**config.mk**
```make
export PLATFORM = sky130hd
export DESIGN_NAME = drc_regs
export DESIGN_NICKNAME = d
export VERILOG_FILES = /design/src/rtl/drc_pin_sync.v /design/src/rtl/drc_regs.v
export VERILOG_INCLUDE_DIRS = /design/src /design/src/rtl
export SDC_FILE = /design/constraint.sdc
export NUM_CORES = 1
export LEC_CHECK = 0
export BUFFER_PORTS_ARGS = -buffer_cell sky130_fd_sc_hd__buf_4
export CAP_MARGIN = 20
export CORE_MARGIN = 2
export CORE_UTILIZATION = 52
export DETAILED_ROUTE_END_ITERATION = 16
export PLACE_DENSITY = 0.85
export RECOVER_POWER = 100
export SLEW_MARGIN = 0
export SYNTH_ARGS = -nofsm -noshare
export SYNTH_HDL_FRONTEND = slang
export SYNTH_SLANG_ARGS = --single-unit
```
**constraint.sdc**
```tcl
create_clock -name core_clk_in -period 1.95 [get_ports core_clk_in]
set_input_delay 0 -clock core_clk_in [delete_from_list [all_inputs] [get_ports core_clk_in]]
set_output_delay 0 -clock core_clk_in [all_outputs]
set_load 0.01 [all_outputs]
```
**src/rtl/drc_defs.vh**
```
// Command codes, field positions, reset values and timing for drc_regs
`ifndef DRC_DEFS_VH
`define DRC_DEFS_VH

// Read and write command codes
`define DRC_RD_CONTROL      8'h62
`define DRC_WR_CONTROL      8'he2
`define DRC_RD_STATUS       8'h67
`define DRC_RD_EVENT_FLAGS  8'h68
`define DRC_WR_EVENT_FLAGS  8'he8
`define DRC_RD_EVENT_MASK   8'h69
`define DRC_WR_EVENT_MASK   8'he9
`define DRC_RD_TIMER        8'h6a
`define DRC_WR_TIMER        8'hea
`define DRC_RD_ALT_TIMER    8'h6c
`define DRC_WR_ALT_TIMER    8'hec

// Control register layout
`define DRC_CTRL_RESET      16'h01c0
`define DRC_CTRL_WR_MASK    16'h0fff
`define DRC_CTRL_SE0_EN     11
`define DRC_CTRL_SRP_DET_EN 10
`define DRC_CTRL_SRP_METHOD 9
`define DRC_CTRL_ENG_SEL    8
`define DRC_CTRL_DM_PD      7
`define DRC_CTRL_DP_PD      6
`define DRC_CTRL_DP_PU      4

// Event flag bit positions
`define DRC_EVT_SRP_DET     0
`define DRC_EVT_RMT_CONN    1

// Status bit that shows a bus reset in progress
`define DRC_STAT_SE0_BUSY   0

// Bus reset length on remote connect, and its cycle count at 50 MHz
`define DRC_CLK_MHZ         50
`define DRC_SE0_TIME_US     10000
`define DRC_SE0_CYCLES      (`DRC_SE0_TIME_US * `DRC_CLK_MHZ)

`endif

```
**src/rtl/drc_pin_sync.v**
```verilog
// Two-stage synchroniser with rising-edge pulse for asynchronous pins
`timescale 1ns/100ps
`default_nettype none

module drc_pin_sync #(
  parameter WIDTH = 1
) (
  input  wire             core_clk_in,
  input  wire             rst_in,
  input  wire [WIDTH-1:0] pins_in,
  output wire [WIDTH-1:0] level_out,
  output wire [WIDTH-1:0] rise_out
);

  reg [WIDTH-1:0] meta_ff;
  reg [WIDTH-1:0] sync_ff;
  reg [WIDTH-1:0] prev_ff;

  // First stage feeds only the second; edges are taken after stage two
  always @(posedge core_clk_in) begin
    if (rst_in) begin
      meta_ff <= {WIDTH{1'b0}};
      sync_ff <= {WIDTH{1'b0}};
      prev_ff <= {WIDTH{1'b0}};
    end else begin
      meta_ff <= pins_in;
      sync_ff <= meta_ff;
      prev_ff <= sync_ff;
    end
  end

  assign level_out = sync_ff;
  assign rise_out  = sync_ff & ~prev_ff;

endmodule
`default_nettype wire

```
**src/rtl/drc_regs.v**
```verilog
// Dual-role port control register bank reached by command codes
`timescale 1ns/100ps
`default_nettype none
`include "drc_defs.vh"

// Summary of operation
// - Control register is 16 bits, read by code 62h, written by E2h.
// - Status 67h read-only; flags 68h/E8h, mask 69h/E9h, timers 6Ah/6Ch.
// - Control resets with bits 8,7,6 set and all others clear.
// - Bit 11 set: send bus reset when a remote connect is detected.
// - Bit 10 set lets a detected session request set its event flag.
// - Bit 9 picks session request sensing: VBUS pulse or data line pulse.
// - Bit 8 routes transceiver: 0 host engine, 1 peripheral engine.
// - Bit 7 connects the DM pull-down resistor when one.
// - Bit 6 connects the DP pull-down resistor when one.
// - Bit 4 connects the DP pull-up resistor when one.
module drc_regs #(
  parameter SE0_CYCLES = `DRC_SE0_CYCLES
) (
  input  wire        core_clk_in,
  input  wire        rst_in,
  input  wire        cmd_valid_in,
  input  wire [7:0]  cmd_code_in,
  input  wire [31:0] cmd_wdata_in,
  output reg  [31:0] rd_data_out,
  output reg         rd_valid_out,
  output reg         cmd_error_out,
  input  wire        remote_connect_in,
  input  wire        vbus_pulse_in,
  input  wire        dline_pulse_in,
  input  wire [14:0] status_pins_in,
  output reg         engine_select_out,
  output reg         dminus_pulldown_connect_out,
  output reg         dplus_pulldown_connect_out,
  output reg         dplus_pullup_connect_out,
  output reg         aux_control_out_unused_out,
  output reg  [3:0]  power_control_out,
  output reg         bus_reset_se0_out
);

  reg  [15:0] dual_role_control_ff;
  reg  [15:0] dual_role_event_flags_ff;
  reg  [15:0] dual_role_event_mask_ff;
  reg  [31:0] dual_role_timer_ff;
  reg  [31:0] dual_role_alt_timer_ff;
  reg  [31:0] se0_count_ff;
  reg  [15:0] nxt_flags;
  reg  [31:0] nxt_rd_data;
  reg         nxt_rd_valid;
  reg         nxt_error;
  wire [17:0] pin_level;
  wire [17:0] pin_rise;
  wire [15:0] status_word;
  wire        wr_ctrl;
  wire        wr_flags;
  wire        srp_seen;
  wire        rmt_conn;

  // All pins are asynchronous to the core clock
  drc_pin_sync #(
    .WIDTH (18)
  ) u_sync (
    .core_clk_in (core_clk_in),
    .rst_in      (rst_in),
    .pins_in     ({dline_pulse_in, vbus_pulse_in, remote_connect_in,
                   status_pins_in}),
    .level_out   (pin_level),
    .rise_out    (pin_rise)
  );

  // True when a command with the given code is presented this cycle
  function is_cmd;
    input       valid;
    input [7:0] code;
    input [7:0] want;
    begin
      is_cmd = valid && (code == want);
    end
  endfunction

  assign wr_ctrl  = is_cmd(cmd_valid_in, cmd_code_in, `DRC_WR_CONTROL);
  assign wr_flags = is_cmd(cmd_valid_in, cmd_code_in, `DRC_WR_EVENT_FLAGS);
  assign rmt_conn = pin_rise[15];

  // Session request sensing chosen by method bit
  assign srp_seen = dual_role_control_ff[`DRC_CTRL_SRP_METHOD] ?
                    pin_rise[17] : pin_rise[16];

  // Status shows pin levels and whether a bus reset is running
  assign status_word = {pin_level[14:0], (se0_count_ff != 32'h0000_0000)};

  // Control register; reserved bits masked off on write
  always @(posedge core_clk_in) begin
    if (rst_in) begin
      dual_role_control_ff <= `DRC_CTRL_RESET;
    end else if (wr_ctrl) begin
      dual_role_control_ff <= cmd_wdata_in[15:0] & `DRC_CTRL_WR_MASK;
    end
  end

  // Mask and timers are plain storage for firmware
  always @(posedge core_clk_in) begin
    if (rst_in) begin
      dual_role_event_mask_ff <= 16'h0000;
      dual_role_timer_ff      <= 32'h0000_0000;
      dual_role_alt_timer_ff  <= 32'h0000_0000;
    end else begin
      if (is_cmd(cmd_valid_in, cmd_code_in, `DRC_WR_EVENT_MASK)) begin
        dual_role_event_mask_ff <= cmd_wdata_in[15:0];
      end
      if (is_cmd(cmd_valid_in, cmd_code_in, `DRC_WR_TIMER)) begin
        dual_role_timer_ff <= cmd_wdata_in;
      end
      if (is_cmd(cmd_valid_in, cmd_code_in, `DRC_WR_ALT_TIMER)) begin
        dual_role_alt_timer_ff <= cmd_wdata_in;
      end
    end
  end

  // Event flags: write one to clear, a new event in the same cycle wins
  always @* begin
    nxt_flags = dual_role_event_flags_ff;
    if (wr_flags) begin
      nxt_flags = nxt_flags & ~cmd_wdata_in[15:0];
    end
    if (srp_seen && dual_role_control_ff[`DRC_CTRL_SRP_DET_EN]) begin
      nxt_flags[`DRC_EVT_SRP_DET] = 1'b1;
    end
    if (rmt_conn) begin
      nxt_flags[`DRC_EVT_RMT_CONN] = 1'b1;
    end
  end

  always @(posedge core_clk_in) begin
    if (rst_in) begin
      dual_role_event_flags_ff <= 16'h0000;
    end else begin
      dual_role_event_flags_ff <= nxt_flags;
    end
  end

  // Bus reset timer: a remote connect with bit 11 set starts SE0.
  // A connect seen while SE0 already runs does not restart it.
  always @(posedge core_clk_in) begin
    if (rst_in) begin
      se0_count_ff <= 32'h0000_0000;
    end else if (se0_count_ff != 32'h0000_0000) begin
      se0_count_ff <= se0_count_ff - 32'h0000_0001;
    end else if (rmt_conn && dual_role_control_ff[`DRC_CTRL_SE0_EN]) begin
      se0_count_ff <= SE0_CYCLES;
    end
  end

  // Read mux and command answer, one cycle after the command
  always @* begin
    nxt_rd_data  = 32'h0000_0000;
    nxt_rd_valid = 1'b0;
    nxt_error    = 1'b0;
    if (cmd_valid_in) begin
      case (cmd_code_in)
        `DRC_RD_CONTROL: begin
          nxt_rd_data  = {16'h0000, dual_role_control_ff};
          nxt_rd_valid = 1'b1;
        end
        `DRC_RD_STATUS: begin
          nxt_rd_data  = {16'h0000, status_word};
          nxt_rd_valid = 1'b1;
        end
        `DRC_RD_EVENT_FLAGS: begin
          nxt_rd_data  = {16'h0000, dual_role_event_flags_ff};
          nxt_rd_valid = 1'b1;
        end
        `DRC_RD_EVENT_MASK: begin
          nxt_rd_data  = {16'h0000, dual_role_event_mask_ff};
          nxt_rd_valid = 1'b1;
        end
        `DRC_RD_TIMER: begin
          nxt_rd_data  = dual_role_timer_ff;
          nxt_rd_valid = 1'b1;
        end
        `DRC_RD_ALT_TIMER: begin
          nxt_rd_data  = dual_role_alt_timer_ff;
          nxt_rd_valid = 1'b1;
        end
        `DRC_WR_CONTROL, `DRC_WR_EVENT_FLAGS, `DRC_WR_EVENT_MASK,
        `DRC_WR_TIMER, `DRC_WR_ALT_TIMER: begin
          nxt_error = 1'b0;
        end
        default: begin
          nxt_error = 1'b1; // Unknown code, status has no write code
        end
      endcase
    end
  end

  always @(posedge core_clk_in) begin
    if (rst_in) begin
      rd_data_out   <= 32'h0000_0000;
      rd_valid_out  <= 1'b0;
      cmd_error_out <= 1'b0;
    end else begin
      rd_data_out   <= nxt_rd_data;
      rd_valid_out  <= nxt_rd_valid;
      cmd_error_out <= nxt_error;
    end
  end

  // Pin controls registered so they follow the control word, and SE0 the bus reset timer, by one cycle
  always @(posedge core_clk_in) begin
    if (rst_in) begin
      engine_select_out           <= 1'b1;
      dminus_pulldown_connect_out <= 1'b1;
      dplus_pulldown_connect_out  <= 1'b1;
      dplus_pullup_connect_out    <= 1'b0;
      aux_control_out_unused_out  <= 1'b0;
      power_control_out           <= 4'h0;
      bus_reset_se0_out           <= 1'b0;
    end else begin
      engine_select_out <= dual_role_control_ff[`DRC_CTRL_ENG_SEL];
      dminus_pulldown_connect_out <=
        dual_role_control_ff[`DRC_CTRL_DM_PD];
      dplus_pulldown_connect_out <=
        dual_role_control_ff[`DRC_CTRL_DP_PD];
      dplus_pullup_connect_out <=
        dual_role_control_ff[`DRC_CTRL_DP_PU];
      aux_control_out_unused_out <= dual_role_control_ff[5];
      power_control_out <= dual_role_control_ff[3:0];
      bus_reset_se0_out <= (se0_count_ff != 32'h0000_0000);
    end
  end

endmodule
`default_nettype wire

```
==> metrics.md <==
| Metric | Value |
|---|---|
| Status | `finished with violations` |
| Failing checks | `negative setup slack` |
| Horiz. Die Dim | `130.3 microns` |
| Number of buffer and inverter stages on the critical path | `2` |
| Slew at the pin closest to its max-slew limit | `705.4 ps` |
| Smallest setup slack after layout | `-37.71 ps` |
| Time the final worst path needs with I/O delays and setup | `1988 ps` |
| Number of violations of the max-capacitance limit | `0` |
| Crit path capture type | `flop` |
| Overflow after GRT | `0` |
| # clock sinks | `223` |
| Classification of the worst setup path | `flop to flop` |
| Max rail drop VDD | `947.5 uV` |
| Remaining routing DRC violations | `0` |
| Post-synthesis register bit count | `223` |
| Insertion delay of the later-clocked pin in the worst-skew pair | `520 ps` |
| Clock root buffer master | `clkbuf_16` |
| Fin. Hold Viols | `0` |
| Final routed wirelength across all metal layers | `24590 microns` |
| Initial antenna violation count | `0` |
| Number of ports placed on the die boundary | `105` |
| Worst Path Required | `2380 ps` |
| Endpoints failing setup | `4` |
| RSZ-0062 raised after global routing | `true` |
| Gp weighted congestion | `0.9276` |
| Number of synthesized flops with an enable pin | `0` |
| Most frequent cell on the critical path | `buf_6` |
| Core region area | `15710 sq um` |
| Port-buffer cells | `104` |
| Number of warnings issued by yosys | `0` |
| Clock tree buffer depth | `3` |
| Overall power consumption | `15.45 mW` |
| Utilization after layout | `71.51%` |
| CP peak stage delay | `400 ps` |
| Reg2Reg Setup Slack | `-40 ps` |
| Cell at the slowest stage of the critical path | `nor4_4` |
| Chip height | `130.3 microns` |
| P_leak | `4.357 nW` |
| Via count of the first global-routing pass | `7572` |
| Die Outline Area | `16970 sq um` |
| Worst Skew | `10.90 ps` |
| Main synth FF type | `dfxtp_1` |
| Fraction of synthesis flops using an asynchronous set or reset pin | `0%` |
| DP Wirelength | `14650 microns` |
| Max FO, Critical Path | `7` |
| Number of diodes | `0` |
| Initial DRT Pass Iterations | `8` |
| Top cell family by delay on the critical path | `compound AO/OA/AOI/OAI gates` |
| H-tree depth | `1` |
| Cell Chain, Critical Path | `nor4_4 > nand3_4 > buf_6 > o31ai_4 > buf_6 > o31ai_1 > a21oi_1` |
| Number of DRC markers in iteration 0 | `803` |
| Class of the tightest hold or removal check | `input pin to flop` |
| Sequential cell area fraction in the yosys report | `53.86%` |
| Via count | `7986` |
| Fraction of the cycle the final worst path needs | `101.9%` |
| Synth-to-Final Area Change | `35.55%` |
| Fraction of layout cells with a size suffix above 1 | `24.63%` |
| Worst path arrival time | `2410 ps` |
| Max-slew violation count | `0` |
| Remaining max-slew budget at the tightest pin | `52.68%` |
| Avg Inst Size Synth | `8.961 sq um` |
| Crit path launch type | `flop` |
| Fraction of synthesized cell area taken by the top area cell type | `53.86%` |
| Cell types with the largest area share after synthesis | `dfxtp_1 (54%), nand2_1 (8.1%), a21oi_1 (7.5%), nor2b_1 (3.6%), a22oi_1 (3.2%)` |
| Number of nets with antenna violations after routing | `0` |
| Post-synth top cells | `dfxtp_1 (223), nand2_1 (178), a21oi_1 (124)` |
| Net count reported at finish | `1187` |
| CTS clock-pin slew for the worst setup and hold paths | `70 ps` |
| Achievable frequency | `503.1 MHz` |
| Wire length of the first global-routing pass | `37030 microns` |
| Clock tree from TritonCTS | `yes` |
| Count of fill cells added during filler insertion | `1040` |
| Post-DR wirelength/cell | `18.12 microns` |
| Leading cell type by number of instances after synthesis | `dfxtp_1` |
| Placement Rows | `46` |
| Number of vias per cell after detailed routing | `5.885` |
| GRT Util Overall | `27.24%` |
| Post-synth design cell area | `8289 sq um` |
| Number of distinct library cell variants in the gate-level netlist after synthesis | `54` |
| Power per standard cell area | `1375 nW/um^2` |
| Total CTS buffers | `22` |
| Synthesized netlist net count | `987` |
| Count of mapped cells out of synthesis | `925` |
| Largest net degree at the start of global routing | `97` |
| Initial core utilization | `52.76%` |
| Leading area contributor after synthesis | `dfxtp_1` |
[routing by layer]
| metal | part of all wire [%] | wire, microns | vias up | GRT usage (%) |
|---|---|---|---|---|
| li1 | - | - | 3642 | - |
| met1 | 38 | 9238 | 3744 | 33.94 |
| met2 | 49 | 12020 | 502 | 46.26 |
| met3 | 9.8 | 2419 | 98 | 4.920 |
| met4 | 3.7 | 921 | 0 | 12.14 |
| met5 | 0 | 0 | - | 0 |
[worst paths after layout]
check	from	to	depth (start not counted)
max	se0_count_ff[9]$_SDFFE_PP0P_	se0_count_ff[19]$_SDFFE_PP0P_	7
max reg2reg	se0_count_ff[9]$_SDFFE_PP0P_	se0_count_ff[19]$_SDFFE_PP0P_	7
min reg2reg	dual_role_event_flags_ff[6]$_SDFFE_PP0P_	dual_role_event_flags_ff[6]$_SDFFE_PP0P_	2
min	cmd_code_in[1]	cmd_error_out$_SDFF_PP0_	4
[worst reg2reg max path, delay by kind of cell, from the launching register on]
family / cells / cell delay [ps]
compound gates: 3 / 630
buf+inv: 2 / 350
simple gates: 2 / 540
flops: 1 / 380
[power breakdown]
group,internal (mW),switching (mW)
clock network,2.34,1.77
registers,4.89,0.422
logic,2.85,3.18
total,10.1,5.37
[state kept, by name, summed over array words and instances (netlist names), 3 cells and up]
signal / flops
power_control_out: 4
u_sync.meta_ff: 18
u_sync.prev_ff: 3
dual_role_alt_timer_ff: 32
rd_data_out: 32
dual_role_event_flags_ff: 16
dual_role_control_ff: 12
se0_count_ff: 32
dual_role_event_mask_ff: 16
u_sync.level_out: 18
dual_role_timer_ff: 32
[cells in the final DEF (no fill, tap or decap), types with 11 or more instances in the layout]
cell,count
a22oi_1,35
nand2_1,175
mux2i_1,18
a22o_1,11
nand3_1,22
nor2b_1,48
a222oi_1,14
dfxtp_1,214
a21oi_1,122
or3_1,13
buf_4,179
clkbuf_16,22
nor2_1,55
dlygate4sd3_1,51
[logic make-up after synthesis]
logic type	count (synthesis)	share of synthesized area, %
buffers and inverters	67	3.140
AO/OA/AOI/OAI	218	16.65
adder cells (fa/ha/maj)	1	0.1509
multiplexers	19	2.309
flip-flops	223	53.86
XOR/XNOR	6	0.6340
AND/OR/NAND/NOR	391	23.26
[area by class of cell]
cell class	instances	area (sq um)	area share (%)
clock buffer	30	610.6	5.434
clock inverter	10	91.34	0.8129
inverter	6	22.52	0.2004
multi-input combinational	635	3812	33.93
sequential	223	4478	39.86
tap	216	270.3	2.405
timing repair buffer	237	1951	17.36
[stage by stage]
step	setup slack (ps)	hold slack [ps]	TNS (ps)	cells	area, sq um
finish	-37.71	20.66	-63.32	1357	11240
floorplan	-12.09	87.01	-12.09	925	8333
global placement	3.851	206.2	0	1263	9788
global route	-106.5	47.03	-637.7	1357	11240
detailed placement	-49.80	205.3	-70.64	1263	9788
CTS	-4.722	11.36	-4.722	1354	11020
[repair_timing]
action | 4_1_cts | 5_1_grt
setup buffers | 0 | 3
hold buffers | 51 | 0
resized for setup | 4 | 48
endpoints found under the setup margin | 8 | 25
pin swaps | 0 | 13
hold endpoints to repair | 141 | 0
Note: power is estimated with default switching activity, not from simulation.
